$ cat config.mk
export PLATFORM = sky130hd
export DESIGN_NAME = pci_config_header_regs
export DESIGN_NICKNAME = d
export VERILOG_FILES = /design/src/pci_cfg_pkg.sv /design/src/pci_config_header_regs.sv
export VERILOG_INCLUDE_DIRS = /design/src
export SDC_FILE = /design/constraint.sdc
export NUM_CORES = 1
export LEC_CHECK = 0
export ABC_AREA = 1
export BUFFER_PORTS_ARGS = -buffer_cell sky130_fd_sc_hd__clkbuf_2
export CAP_MARGIN = 30
export CORE_ASPECT_RATIO = 0.6
export CORE_UTILIZATION = 49
export CTS_BUF_LIST = sky130_fd_sc_hd__clkbuf_4 sky130_fd_sc_hd__clkbuf_8
export DETAILED_ROUTE_END_ITERATION = 6
export GPL_ROUTABILITY_DRIVEN = 0
export GPL_TIMING_DRIVEN = 0
export PLACE_DENSITY_LB_ADDON = 0.15
export SLEW_MARGIN = 0
export SYNTH_ARGS = -nofsm -noshare
export SYNTH_HDL_FRONTEND = slang
export SYNTH_SLANG_ARGS = --single-unit
$ cat constraint.sdc
create_clock -name ref_clk -period 1.8 [get_ports ref_clk]
set_input_delay 0.36 -clock ref_clk [delete_from_list [all_inputs] [get_ports ref_clk]]
set_output_delay 0.36 -clock ref_clk [all_outputs]
set_load 0.05 [all_outputs]
$ cat src/pci_cfg_params.svh
/*
  Offsets, field positions, fixed values and reset values of the
  configuration header words 08h to 10h.
  Assumes inclusion by bare name from the register bank.
*/
`ifndef PCI_CFG_PARAMS_SVH
`define PCI_CFG_PARAMS_SVH

// Byte offsets in configuration space
`define OFS_CLASS_REV 8'h08
`define OFS_LINE_TENURE 8'h0C
`define OFS_HDR_SELFTEST 8'h0E
`define OFS_WINDOW_BASE 8'h10

// Fixed classification bytes
`define FUNCTION_CATEGORY 8'h0C
`define SUBCLASS_CODE 8'h00
`define PROGRAMMING_MODEL_CODE 8'h10

// Header type and self-test bytes
`define HEADER_TYPE_CODE 8'h00
`define SELF_TEST_FIELD 8'h00

// Window base field layout
`define WINDOW_PTR_LSB 11
`define WINDOW_PTR_W 21
`define WINDOW_LOW_BITS 11'h000

// Reset values of writable fields
`define LINE_RST 8'h00
`define TENURE_RST 8'h00
`define WINDOW_PTR_RST 21'h000000

// Bus commands that use the line size
`define CMD_READ_MULTIPLE 4'hC
`define CMD_READ_LINE 4'hE
`define CMD_WRITE_INVALIDATE 4'hF

`endif

$ cat src/pci_cfg_pkg.sv
/*
  Types shared by the configuration register bank.
  Assumes the host side builds one request per configuration cycle.
*/
`default_nettype none

package pci_cfg_pkg;

  // One configuration access
  typedef struct packed {
    logic valid;
    logic write;
    logic [7:0] addr;
    logic [3:0] be;
    logic [31:0] wdata;
  } cfg_req_s;

  // Read answer
  typedef struct packed {
    logic ack;
    logic [31:0] rdata;
  } cfg_rsp_s;

endpackage

`default_nettype wire

$ cat src/pci_config_header_regs.sv
/*
  Configuration header words 08h to 10h of a 1394 host controller
  function, with the initiator tenure counter and line size use.
  Assumes configuration cycles arrive decoded as one request each,
  synchronous to ref_clk, and that the initiator logic reports its
  own frame start, activity and grant.
*/
// Functional notes
// - Top class byte reads 0Ch, read-only
// - Subclass byte is a read-only constant
// - Programming model byte reads 10h
// - Low byte is fixed silicon version
// - Writable tenure limit, counts from frame
// - Expired tenure ends transfer at grant loss
// - Writable line size, cleared, used on bursts
// - Self-test byte always reads zero
// - Header type is type 0, bit7 zero
// - All ones write reads back FFFF_F800h
// - Base bits 31..11 writable, reset zero
// - Base bits 10..4 read zero
// - Base bit 3 reads zero, nonprefetchable
// - Base bits 2..1 read 00b
// - Base bit 0 reads zero, memory space
`include "pci_cfg_params.svh"
`timescale 1ns/10ps
`default_nettype none

module pci_config_header_regs #(
  // Value is arbitrary
  parameter logic [7:0] SILICON_VERSION = 8'h5A,
  parameter int TENURE_W = 8
) (
  input wire logic ref_clk,
  input wire logic srst,
  input wire logic ce,
  input wire pci_cfg_pkg::cfg_req_s cfg_req,
  output pci_cfg_pkg::cfg_rsp_s cfg_rsp,
  input wire logic own_frame_start,
  input wire logic own_xfer_active,
  input wire logic bus_gnt,
  input wire logic [3:0] own_cmd,
  output logic own_xfer_stop,
  output logic tenure_expired,
  output logic [7:0] line_burst_length,
  output logic [31:0] window_base_pointer,
  input wire logic [31:0] mem_addr,
  output logic window_hit
);

  logic [7:0] line_ff;
  logic [7:0] nxt_line;
  logic [TENURE_W-1:0] tenure_ff;
  logic [TENURE_W-1:0] nxt_tenure;
  logic [TENURE_W-1:0] tcnt_ff;
  logic [TENURE_W-1:0] nxt_tcnt;
  logic [`WINDOW_PTR_W-1:0] wptr_ff;
  logic [`WINDOW_PTR_W-1:0] nxt_wptr;
  logic ack_ff;
  logic [31:0] rdata_ff;
  logic [31:0] nxt_rdata;

  // Access decode
  wire logic acc = ce && cfg_req.valid;
  wire logic wr = acc && cfg_req.write;
  wire logic rd = acc && !cfg_req.write;
  wire logic [7:0] dw_addr = {cfg_req.addr[7:2], 2'b00};
  wire logic hit_class = dw_addr == `OFS_CLASS_REV;
  wire logic hit_line = dw_addr == `OFS_LINE_TENURE;
  wire logic hit_base = dw_addr == `OFS_WINDOW_BASE;

  // Fixed classification word
  wire logic [31:0] class_word = {
    `FUNCTION_CATEGORY,
    `SUBCLASS_CODE,
    `PROGRAMMING_MODEL_CODE,
    SILICON_VERSION
  };

  // Line size, tenure, header type and self-test word
  wire logic [7:0] tenure_byte = 8'(tenure_ff);
  wire logic [31:0] line_word = {
    `SELF_TEST_FIELD,
    `HEADER_TYPE_CODE,
    tenure_byte,
    line_ff
  };

  // Window base word with fixed low bits
  wire logic [31:0] base_word = {wptr_ff, `WINDOW_LOW_BITS};

  // Read multiplexer; unmapped words read zero
  always_comb
  begin
    if (hit_class)
    begin
      nxt_rdata = class_word;
    end
    else if (hit_line)
    begin
      nxt_rdata = line_word;
    end
    else if (hit_base)
    begin
      nxt_rdata = base_word;
    end
    else
    begin
      nxt_rdata = 32'h0000_0000;
    end
  end

  // Write strobes per writable byte
  wire logic wr_line = wr && hit_line && cfg_req.be[0];
  wire logic wr_tenure = wr && hit_line && cfg_req.be[1];
  wire logic wr_base = wr && hit_base;

  // Line size takes byte lane 0
  assign nxt_line = wr_line ? cfg_req.wdata[7:0] : line_ff;

  // Tenure limit takes byte lane 1
  assign nxt_tenure = wr_tenure ? TENURE_W'(cfg_req.wdata[15:8]) : tenure_ff;

  // Window pointer merges lanes 1 to 3; lane 0 is all fixed bits
  wire logic [31:0] base_mask = {
    {8{cfg_req.be[3]}},
    {8{cfg_req.be[2]}},
    {8{cfg_req.be[1]}},
    8'h00
  };
  wire logic [31:0] base_merged = (cfg_req.wdata & base_mask) | (base_word & ~base_mask);
  assign nxt_wptr = wr_base ? base_merged[31:`WINDOW_PTR_LSB] : wptr_ff;

  // Configuration registers
  always_ff @(posedge ref_clk)
  begin
    if (srst)
    begin
      line_ff <= `LINE_RST;
      tenure_ff <= TENURE_W'(`TENURE_RST);
      wptr_ff <= `WINDOW_PTR_RST;
    end
    else if (ce)
    begin
      line_ff <= nxt_line;
      tenure_ff <= nxt_tenure;
      wptr_ff <= nxt_wptr;
    end
  end

  // Answer one cycle after each access, reads and writes alike
  always_ff @(posedge ref_clk)
  begin
    if (srst)
    begin
      ack_ff <= 1'b0;
      rdata_ff <= 32'h0000_0000;
    end
    else if (ce)
    begin
      ack_ff <= acc;
      rdata_ff <= rd ? nxt_rdata : 32'h0000_0000;
    end
  end

  assign cfg_rsp.ack = ack_ff;
  assign cfg_rsp.rdata = rdata_ff;

  // Tenure counter restarts at frame start and saturates
  wire logic tcnt_max = &tcnt_ff;
  always_comb
  begin
    if (own_frame_start)
    begin
      nxt_tcnt = '0;
    end
    else if (own_xfer_active && !tcnt_max)
    begin
      nxt_tcnt = TENURE_W'(tcnt_ff + 1'b1);
    end
    else
    begin
      nxt_tcnt = tcnt_ff;
    end
  end

  always_ff @(posedge ref_clk)
  begin
    if (srst)
    begin
      tcnt_ff <= '0;
    end
    else if (ce)
    begin
      tcnt_ff <= nxt_tcnt;
    end
  end

  // Expiry and stop request toward the initiator
  assign tenure_expired = own_xfer_active && !own_frame_start && (tcnt_ff >= tenure_ff);
  assign own_xfer_stop = tenure_expired && !bus_gnt;

  // Line size offered only for line-oriented commands
  wire logic line_cmd = (own_cmd == `CMD_READ_MULTIPLE) ||
    (own_cmd == `CMD_READ_LINE) ||
    (own_cmd == `CMD_WRITE_INVALIDATE);
  assign line_burst_length = line_cmd ? line_ff : 8'h00;

  // Window decode of the 2K register space
  assign window_base_pointer = base_word;
  assign window_hit = mem_addr[31:`WINDOW_PTR_LSB] == wptr_ff;
endmodule // pci_config_header_regs

`default_nettype wire

==> results.py, run 1 <==
metrics = {
    "status": {
        "status": "finished with violations",
        "violations": "setup timing",
    },
    "final_layout": {
        "final_area_um2": 5100,
        "finalNonFillerCells": 799,
        "antenna_cells": 0,
        "area_growth_pct": 34.6,
        "fin_util_pct": 69.1,
        "nets": 787,
        "drive_above_1_share_pct": 35.5,
    },
    "pwr": {
        "clockPowerShare_pct": 36.9,
        "comb_power_share_pct": 12.2,
        "p_seq_share_pct": 50.8,
        "p_sw_share_pct": 26.7,
        "power_switching_uw": 915,
        "p_int_uw": 2510,
        "powerDensity_nw_per_um2": 672,
        "leakage_uw": 0.00234,
        "irDropWorstVdd_v": 0.000430,
    },
    "yosys": {
        "synthXorXnorAreaFrac_pct": 4.39,
        "ys_seq_area_share_pct": 41.2,
        "post_synth_num_cell_types": 30,
        "synth_top_family_by_area": "simple AND/OR/NAND/NOR gates",
        "synth_fa_ha_area_share_pct": 2.97,
        "synthCells": 526,
        "yosysTopAreaCell": "dfxtp_1",
        "synth_top_area_share_pct": 41.2,
        "yosysWarnings": 0,
        "synthSimpleGateAreaFrac_pct": 24.6,
        "synth_area_um2": 3790,
        "ys_seq_elements": 78,
        "synth_area_leaders": "dfxtp_1 41%, nand2_1 12%, a21oi_1 9.5%, inv_1 6.4%, o21ai_0 4.9%",
        "synth_compound_area_share_pct": 15.2,
        "synth_area_per_cell_um2": 7.21,
        "synth.area.mux_share_pct": 0,
    },
    "worst_setup_path": {
        "cp_max_fo": 2,
        "crit_arrival_ns": 1.78,
        "cp-end-kind": "output pin",
        "required_ns": 1.44,
        "critical_path_class": "reg -> out",
        "cp-start-kind": "register",
    },
    "sta": {
        "fin_crit_sh_pct": 119,
        "layout_setup_ws_ns": -0.343,
        "hold_violations": 0,
        "rsz0062_at_grt": "true",
        "finClkSkew_ns": 0.00323,
        "max_slew_margin_pct": 55.8,
        "setup_viol": 3,
        "worst_slew_pin_slew_ns": 0.663,
        "timing.fmax_ghz": 0.467,
        "drv_slew": 0,
        "fin_crit_ns": 2.14,
    },
    "routing": {
        "vias": 3997,
        "drc": 0,
        "drt_iter0_drc": 314,
        "vias_per_cell": 5.00,
        "ant_nets": 0,
        "routed_wl_mm": 11.2,
        "drt_first_pass_iters": 5,
        "routedWlPerCell_um": 14.0,
    },
    "grt": {
        "grt_usage_pct": 28.1,
        "grt_pass1_vias": 3598,
        "grt-ovfl-total": 0,
        "grt_max_degree": 13,
        "antenna_found_initial": 0,
        "grt_pass1_wl_mm": 17.1,
    },
    "placement": {
        "place_ws_ns": -0.160,
        "portBuffers": 139,
        "hpwl_mm": 8.49,
        "dpl.cell_count": 779,
        "place_area_um2": 4670,
    },
    "clock_network": {
        "clk_latency_ns": 0.36,
        "clk_pin_slew_ns": 0.07,
        "cts_tree": "yes",
        "clkSinkCount": 78,
        "htree_levels": 3,
        "numCtsBuffers": 9,
        "ctsLongestPathBuffers": 2,
        "clockRootBuffer": "clkbuf_8",
    },
    "die": {
        "ios": 164,
        "start_util_pct": 51.3,
        "die_w_um": 116,
        "die_area_um2": 8100,
        "die_h_um": 70.1,
        "fp.coreArea_um2": 7390,
        "num_rows": 24,
    },
    "hold_path": {
        "hold_path_class": "in -> reg",
    },
    "job": {
        "maxCapViolCount": 0,
    },
}
Yosys cell counts, drive strengths merged:
cell type  count
nand2        122
dfxtp         78
a21oi         72
inv           67
nor2          46
o21ai         37
nand3         31
buf           21
xnor2         14
clkbuf         9
ha             9
nor3           5
xor2           5
nand4          4
a21boi         1
conb           1
o211ai         1
o21a           1
o21bai         1
or2            1
power by group through the flow:
| stage | Combinational [uW] | Clock [uW] | Sequential [uW] |
|---|---|---|---|
| after floorplan | 239 | 0 | 1780 |
| after global placement | 376 | 0 | 1780 |
| after detailed placement | 386 | 0 | 1780 |
| after CTS | 404 | 1280 | 1740 |
| after global routing | 455 | 1350 | 1740 |
| final | 419 | 1270 | 1740 |
logic make-up (layout without fill, tap and decap cells):
group | after synthesis | in the layout
and+or+nand+nor | 209 | 209
AOI/OAI and AO/OA | 113 | 113
buffers and inverters | 97 | 256
DFF | 78 | 78
xor gates and xnor gates | 19 | 19
adders and majority gates | 9 | 9
other | 1 | 11
critical path, stage by stage, from the launching register on:
cell	delay, ns
dfxtp_2	0.33
inv_1	0.07
ha_4	0.28
nand2_2	0.08
nor2_4	0.13
nand4_1	0.12
nand3_2	0.11
nand2_2	0.07
nor2_4	0.10
buf_8	0.15
repair_timing:
action | CTS | global route
setup endpoints to repair | 3 | 3
resized for setup | 40 | 22
buffers inserted | 4 | 0
pin swaps | 11 | 5
hold buffers | 0 | 0
cloned | 0 | 0
final timing paths:
kind                                                   from  slack, ns                        to  cells past startpoint
worst max-delay path            tenure_byte[6]$_SDFFE_PP0P_      -0.34             own_xfer_stop                      9
worst min-delay path                             cfg_req[5]       0.27   line_ff[5]$_SDFFE_PP0P_                      3
worst max register to register      tcnt_ff[1]$_SDFFE_PP0P_       0.17   tcnt_ff[1]$_SDFFE_PP0P_                     10
worst min register to register      line_ff[7]$_SDFFE_PP0P_       0.47  rdata_ff[7]$_SDFFE_PP0P_                      2
metal layers:
metal | track usage [%] | share of wire (%) | vias up
met1 | 37.1 | 46 | 1803
met3 | 9.11 | 9.5 | 14
li1 | - | - | 1986
met2 | 43.6 | 44 | 194
met4 | 8.51 | 1.2 | 0
met5 | 0 | 0 | -
metrics by stage:
stage | hold slack (ns) | total power [uW] | setup TNS (ns)
floorplan | 0.439 | 2020 | -0.00683
global placement | 0.450 | 2160 | -0.223
detailed placement | 0.455 | 2170 | -0.358
CTS | 0.260 | 3430 | -0.806
global route | 0.277 | 3550 | -0.971
finish | 0.273 | 3430 | -0.771
layout make-up:
type                    instances  area, um2
plain buffers                  30        189
repair buffers                143        756
clock inverters                 3       17.5
flip-flops and latches         78       1590
inverters                      67        251
multi-input cells             361       1990
clock buffers                  13        173
well taps                     104        130
fillers                       658       2290
cell usage in the layout (no fill, tap or decap), types with 2 or more instances in the layout:
master    Yosys  routed
clkinv_2      0       2
xor2_1        5       5
nand2_1     119     113
buf_2         4       4
dfxtp_1      78      57
conb_1        1      11
a21oi_1      72      72
inv_1        65      59
ha_4          0       6
nand3_2       5       7
xnor2_1      14      11
clkbuf_1      9       9
buf_6         3       3
nor2_4        2       6
nor2_2        1       2
clkbuf_2      0     136
buf_8         0       3
nand3_1      26      24
clkbuf_8      0      12
dfxtp_4       0       2
buf_4        13      17
nor2_1       42      37
nor3_4        2       2
inv_2         2       8
o21ai_0      37      37
nand4_1       4       4
ha_1          9       3
xnor2_2       0       3
dfxtp_2       0      19
nor3_2        0       2
nand2_2       3       9
(Power assumes the default switching activity.)
==> inputs of run 2 (changes only) <==
--- a/config.mk
+++ b/config.mk
@@ -10,7 +10,7 @@
 export BUFFER_PORTS_ARGS = -buffer_cell sky130_fd_sc_hd__clkbuf_2
 export CAP_MARGIN = 30
 export CORE_ASPECT_RATIO = 0.6
-export CORE_UTILIZATION = 49
+export CORE_UTILIZATION = 45
 export CTS_BUF_LIST = sky130_fd_sc_hd__clkbuf_4 sky130_fd_sc_hd__clkbuf_8
 export DETAILED_ROUTE_END_ITERATION = 6
 export GPL_ROUTABILITY_DRIVEN = 0
==> constraint.sdc (replaced) <==
create_clock -name ref_clk -period 1.9 [get_ports ref_clk]
set_input_delay 0.38 -clock ref_clk [delete_from_list [all_inputs] [get_ports ref_clk]]
set_output_delay 0.38 -clock ref_clk [all_outputs]
set_load 0.05 [all_outputs]
==> run 2 against run 1 <==
Effect of this change:
- the run still ends with setup timing left
- sequential share of layout area grew 0.33 points
- clock power fell by 7%
- core utilization fell by 6.1 points
- via count down 4.0%
- worst hold slack improved by 0.030 ns
- global-route usage fell by 3.7 points
- critical path depth down 1
- clock-buffer cell count stayed put
- first-iteration DRC count decreased by 30%
- sequential power is 5% lower
- combinational power is 6.9% lower
- cell area is 1.1% lower
==> results.py, run 2 (synthesized netlist as in run 1, its figures left out) <==
metrics = {
    "status": {
        "status": "finished with violations",
        "violations": "setup timing",
    },
    "placement": {
        "portBuffers": 139,
        "hpwl_mm": 8.37,
        "place_ws_ns": -0.00333,
    },
    "worst_setup_path": {
        "path_cells": "ha_4 > nand2_1 > nor2_4 > nand4_1 > nand3_2 > nand2_2 > nor2_4 > buf_8",
        "required_ns": 1.52,
        "crit_start": "tcnt_ff[5]$_SDFFE_PP0P_",
        "critical_path_class": "reg -> out",
        "cp_max_fo": 6,
        "slowest_delay_ns": 0.38,
        "worstReg2RegStart": "tcnt_ff[1]$_SDFFE_PP0P_",
        "crit_arrival_ns": 1.76,
        "cp-end-kind": "output pin",
        "crit_top_cell": "nor2_4",
        "cp-start-kind": "register",
        "r2r_slack_ns": 0.31,
        "crit_slowest_cell": "dfxtp_4",
    },
    "routing": {
        "ant_nets": 0,
        "drt_iter0_drc": 220,
        "vias": 3838,
        "routedWlPerCell_um": 13.2,
        "routed_wl_mm": 10.6,
        "drt_first_pass_iters": 5,
        "drc": 0,
        "vias_per_cell": 4.79,
    },
    "sta": {
        "fin_crit_ns": 2.14,
        "max_slew_margin_pct": 60.3,
        "worst_slew_pin_slew_ns": 0.596,
        "timing.fmax_ghz": 0.468,
        "fin_tns_setup_ns": -0.478,
        "fin_crit_sh_pct": 113,
        "drv_slew": 0,
        "hold_ws_ns": 0.304,
        "hold_violations": 0,
        "layout_setup_ws_ns": -0.238,
        "rsz0062_at_grt": "true",
        "setup_viol": 3,
        "finClkSkew_ns": 0.00355,
    },
    "grt": {
        "grt-ovfl-total": 0,
        "antenna_found_initial": 0,
        "grt_pass1_wl_mm": 16.3,
        "grt_max_degree": 13,
        "grt_usage_pct": 24.5,
        "grt_pass1_vias": 3324,
    },
    "clock_network": {
        "numCtsBuffers": 9,
        "htree_levels": 3,
        "clk_latency_ns": 0.35,
        "ctsLongestPathBuffers": 2,
        "cts_tree": "yes",
        "clockRootBuffer": "clkbuf_8",
        "clk_pin_slew_ns": 0.08,
        "clkSinkCount": 78,
        "postCtsHoldBufs": 0,
    },
    "pwr": {
        "irDropWorstVdd_v": 0.000376,
        "power_uw": 3230,
        "powerDensity_nw_per_um2": 640,
        "leakage_uw": 0.00232,
    },
    "final_layout": {
        "antenna_cells": 0,
        "drive_above_1_share_pct": 34.1,
        "n_fill_cell": 712,
        "nets": 786,
        "layout_commonest_cell": "clkbuf_2",
        "area_growth_pct": 33.0,
        "layout_common_cells": "136 x clkbuf_2, 116 x nand2_1, 71 x a21oi_1",
    },
    "hold_path": {
        "hold_path_class": "in -> reg",
        "min_from": "cfg_req[25]",
    },
    "die": {
        "die_w_um": 120,
        "die_area_um2": 8810,
        "ios": 164,
        "start_util_pct": 47.3,
        "die_h_um": 73.1,
        "num_rows": 25,
        "fp.coreArea_um2": 8010,
    },
    "job": {
        "maxCapViolCount": 0,
    },
}
run 2: per-stage QoR:
stage          util (%)  instances  instance area, um2
5_1_grt            63.0        802                5040
4_1_cts            62.0        801                4970
3_5_place_dp       58.3        783                4660
3_3_place_gp       58.3        783                4660
2_1_floorplan         -        536                3830
6_report           63.0        802                5040
run 2: power by group:
group / switching, uW / internal [uW]
sequential: 11.8 / 1640
combinational: 241 / 150
clock: 591 / 592
run 2: worst paths after layout:
check	endpoint	cells past startpoint
worst max-delay path	own_xfer_stop	8
worst min-delay path	register	3
worst max register to register	tcnt_ff[0]$_SDFFE_PP0P_	10
worst min register to register	rdata_ff[0]$_SDFFE_PP0P_	2
run 2: layout make-up:
type | count | area [um2] | area share [%]
inverter | 67 | 251 | 4.99
timing repair buffer | 142 | 748 | 14.8
sequential | 78 | 1590 | 31.6
buffer | 30 | 189 | 3.75
clock buffer | 13 | 173 | 3.42
tap | 108 | 135 | 2.68
clock inverter | 3 | 17.5 | 0.347
multi-input combinational | 361 | 1940 | 38.4
run 2: worst max-delay path: cells and delay by family (launching register included):
kind / cells / cell delay (ns)
buffers and inverters: 1 / 0.15
adders and majority gates: 1 / 0.27
DFF: 1 / 0.38
and+or+nand+nor: 6 / 0.60
run 2: layer usage:
metal | vias to the layer above | wire, um | track usage [%]
li1 | 1981 | - | -
met1 | 1695 | 5100 | 34.8
met2 | 151 | 4450 | 35.8
met3 | 11 | 950 | 6.80
met4 | 0 | 106 | 7.68
met5 | - | 0 | 0
run 2: timing repair:
action,CTS,global route
setup buffers,2,1
endpoints found under the hold margin,0,0
pin swaps,4,5
setup endpoints to repair,3,3
resized for setup,32,22
==> inputs of run 3 (changes only) <==
--- a/config.mk
+++ b/config.mk
@@ -9,13 +9,14 @@
 export ABC_AREA = 1
 export BUFFER_PORTS_ARGS = -buffer_cell sky130_fd_sc_hd__clkbuf_2
 export CAP_MARGIN = 30
-export CORE_ASPECT_RATIO = 0.6
+export CORE_ASPECT_RATIO = 0.9
 export CORE_UTILIZATION = 45
 export CTS_BUF_LIST = sky130_fd_sc_hd__clkbuf_4 sky130_fd_sc_hd__clkbuf_8
 export DETAILED_ROUTE_END_ITERATION = 6
 export GPL_ROUTABILITY_DRIVEN = 0
 export GPL_TIMING_DRIVEN = 0
-export PLACE_DENSITY_LB_ADDON = 0.15
+export PLACE_DENSITY = 0.78
+export SKIP_LAST_GASP = 1
 export SLEW_MARGIN = 0
 export SYNTH_ARGS = -nofsm -noshare
 export SYNTH_HDL_FRONTEND = slang
==> run 3 against run 2 <==
Effect of this change:
- fmax shrank 2.2%
- sequential cell count is the same
- sequential share of layout area up 0.098 points
- largest cell class unchanged
- the run ends with DRC, setup timing left
- worst hold slack improved by 0.011 ns
- non-clock buffer count rose by 5
==> results.py, run 3 (synthesized netlist as in run 1, its figures left out) <==
metrics = {
    "grt": {
        "use_met1_pct": 30.3,
        "use_met2_pct": 39.9,
        "grt_max_degree": 13,
        "grt_usage_pct": 23.8,
        "grt_pass1_vias": 3467,
        "busiest_layer": "met2",
        "antenna_found_initial": 0,
        "grtUsageMet3_pct": 6.33,
        "grt-ovfl-total": 0,
        "grt_pass1_wl_mm": 16.2,
    },
    "clock_network": {
        "cts_tree": "yes",
        "clockRootBuffer": "clkbuf_8",
        "clk_pin_slew_ns": 0.08,
        "numCtsBuffers": 9,
        "clkSinkCount": 78,
        "ctsLongestPathBuffers": 2,
        "htree_levels": 3,
        "clk_latency_ns": 0.35,
    },
    "final_layout": {
        "layout_common_cells": "136 x clkbuf_2, 117 x nand2_1, 72 x a21oi_1",
        "finalNonFillerCells": 797,
        "seq_area_um2": 1600,
        "layout_commonest_cell": "clkbuf_2",
        "area_growth_pct": 32.9,
        "multi_input_area_um2": 1900,
        "nets": 791,
        "antenna_cells": 0,
        "drive_above_1_share_pct": 33.4,
        "n_fill_cell": 708,
    },
    "sta": {
        "fin_crit_ns": 2.19,
        "max_slew_margin_pct": 62.1,
        "finClkSkew_ns": 0.0113,
        "fin_crit_sh_pct": 115,
        "rsz0062_at_grt": "true",
        "fin_tns_setup_ns": -0.573,
        "layout_setup_ws_ns": -0.286,
        "timing.fmax_ghz": 0.458,
        "worst_slew_pin_slew_ns": 0.569,
        "hold_violations": 0,
        "drv_slew": 0,
        "setup_viol": 3,
    },
    "worst_setup_path": {
        "path_cells": "inv_2 > ha_4 > inv_2 > o21bai_1 > nand2_1 > nand2_1 > nand2_1 > nand3_2 > nand2_2 > nor2_4 > buf_8",
        "cp_max_fo": 2,
        "critical_path_class": "reg -> out",
        "cp-start-kind": "register",
        "slowest_delay_ns": 0.35,
        "crit_arrival_ns": 1.81,
        "cp-end-kind": "output pin",
        "crit_top_cell": "nand2_1",
        "required_ns": 1.52,
        "crit_slowest_cell": "dfxtp_2",
    },
    "die": {
        "fp.coreArea_um2": 8110,
        "ios": 164,
        "num_rows": 31,
        "die_area_um2": 8800,
        "start_util_pct": 46.8,
        "die_w_um": 98.8,
        "die_h_um": 89.1,
    },
    "pwr": {
        "powerDensity_nw_per_um2": 648,
        "power_uw": 3260,
        "leakage_uw": 0.00235,
        "irDropWorstVdd_v": 0.000530,
    },
    "placement": {
        "hpwl_mm": 8.10,
        "portBuffers": 139,
        "dpl.cell_count": 774,
        "place_ws_ns": -0.0212,
    },
    "status": {
        "violations": "DRC, setup timing",
        "status": "finished with violations",
    },
    "routing": {
        "drt_iter0_drc": 269,
        "vias_per_cell": 4.99,
        "routed_wl_mm": 10.6,
        "drt_first_pass_iters": 7,
        "drc": 2,
        "routedWlPerCell_um": 13.4,
        "vias": 3980,
        "ant_nets": 0,
    },
    "job": {
        "maxCapViolCount": 0,
    },
    "hold_path": {
        "hold_path_class": "in -> reg",
    },
}
## run 3: cell count changes in the layout (fill, tap and decap cells not counted), moves of 2 or more
cell      change
dfxtp_4       +3
dfxtp_1       +3
nor2_4        -2
clkbuf_8      -2
buf_4         +5
dfxtp_2       -6
## run 3: repair_timing
action | 4_1_cts | 5_1_grt
setup buffers | 6 | 2
pin swaps | 11 | 12
hold buffers | 0 | 0
resized for setup | 32 | 15
endpoints found under the setup margin | 3 | 3
## run 3: worst max-delay path, delay by kind of cell (launching register included)
family	cells	cell delay [ns]
buf+inv	3	0.23
flops	1	0.35
fa+ha+maj	1	0.26
compound gates	1	0.16
simple gates	6	0.46
## run 3: path summary, 6_finish.rpt
kind | startpoint | endpoint | slack (ns) | cells past startpoint
max | tenure_byte[1]$_SDFFE_PP0P_ | own_xfer_stop | -0.29 | 11
min | cfg_req[8] | tenure_byte[0]$_SDFFE_PP0P_ | 0.31 | 3
max reg2reg | tcnt_ff[1]$_SDFFE_PP0P_ | tcnt_ff[1]$_SDFFE_PP0P_ | 0.27 | 10
min reg2reg | line_ff[7]$_SDFFE_PP0P_ | rdata_ff[7]$_SDFFE_PP0P_ | 0.46 | 2
## run 3: per-stage QoR
| step | hold WS [ns] | cell area (um2) | utilization (%) |
|---|---|---|---|
| floorplan | 0.439 | 3830 | - |
| global placement | 0.449 | 4650 | 57.4 |
| detailed placement | 0.458 | 4650 | 57.4 |
| CTS | 0.302 | 4980 | 61.5 |
| global route | 0.321 | 5040 | 62.2 |
| finish | 0.315 | 5040 | 62.2 |
## run 3: power by group
part / total (uW) / internal, uW / switching, uW
clock network: 1230 / 646 / 582
logic: 388 / 147 / 241
registers: 1650 / 1640 / 11.7
## run 3: per-layer routing
metal	part of all wire, %	vias up
li1	-	1983
met3	8.0	16
met1	44	1817
met4	1.4	0
met5	0	-
met2	47	164
## run 3: area by class of cell
class	count	share of cell area [%]
multi-input cells	361	37.7
flip-flops and latches	78	31.7
repair buffers	147	15.6
inverters	67	4.99
plain buffers	30	3.75
clock buffers	11	2.88
well taps	99	2.46
clock inverters	4	0.943
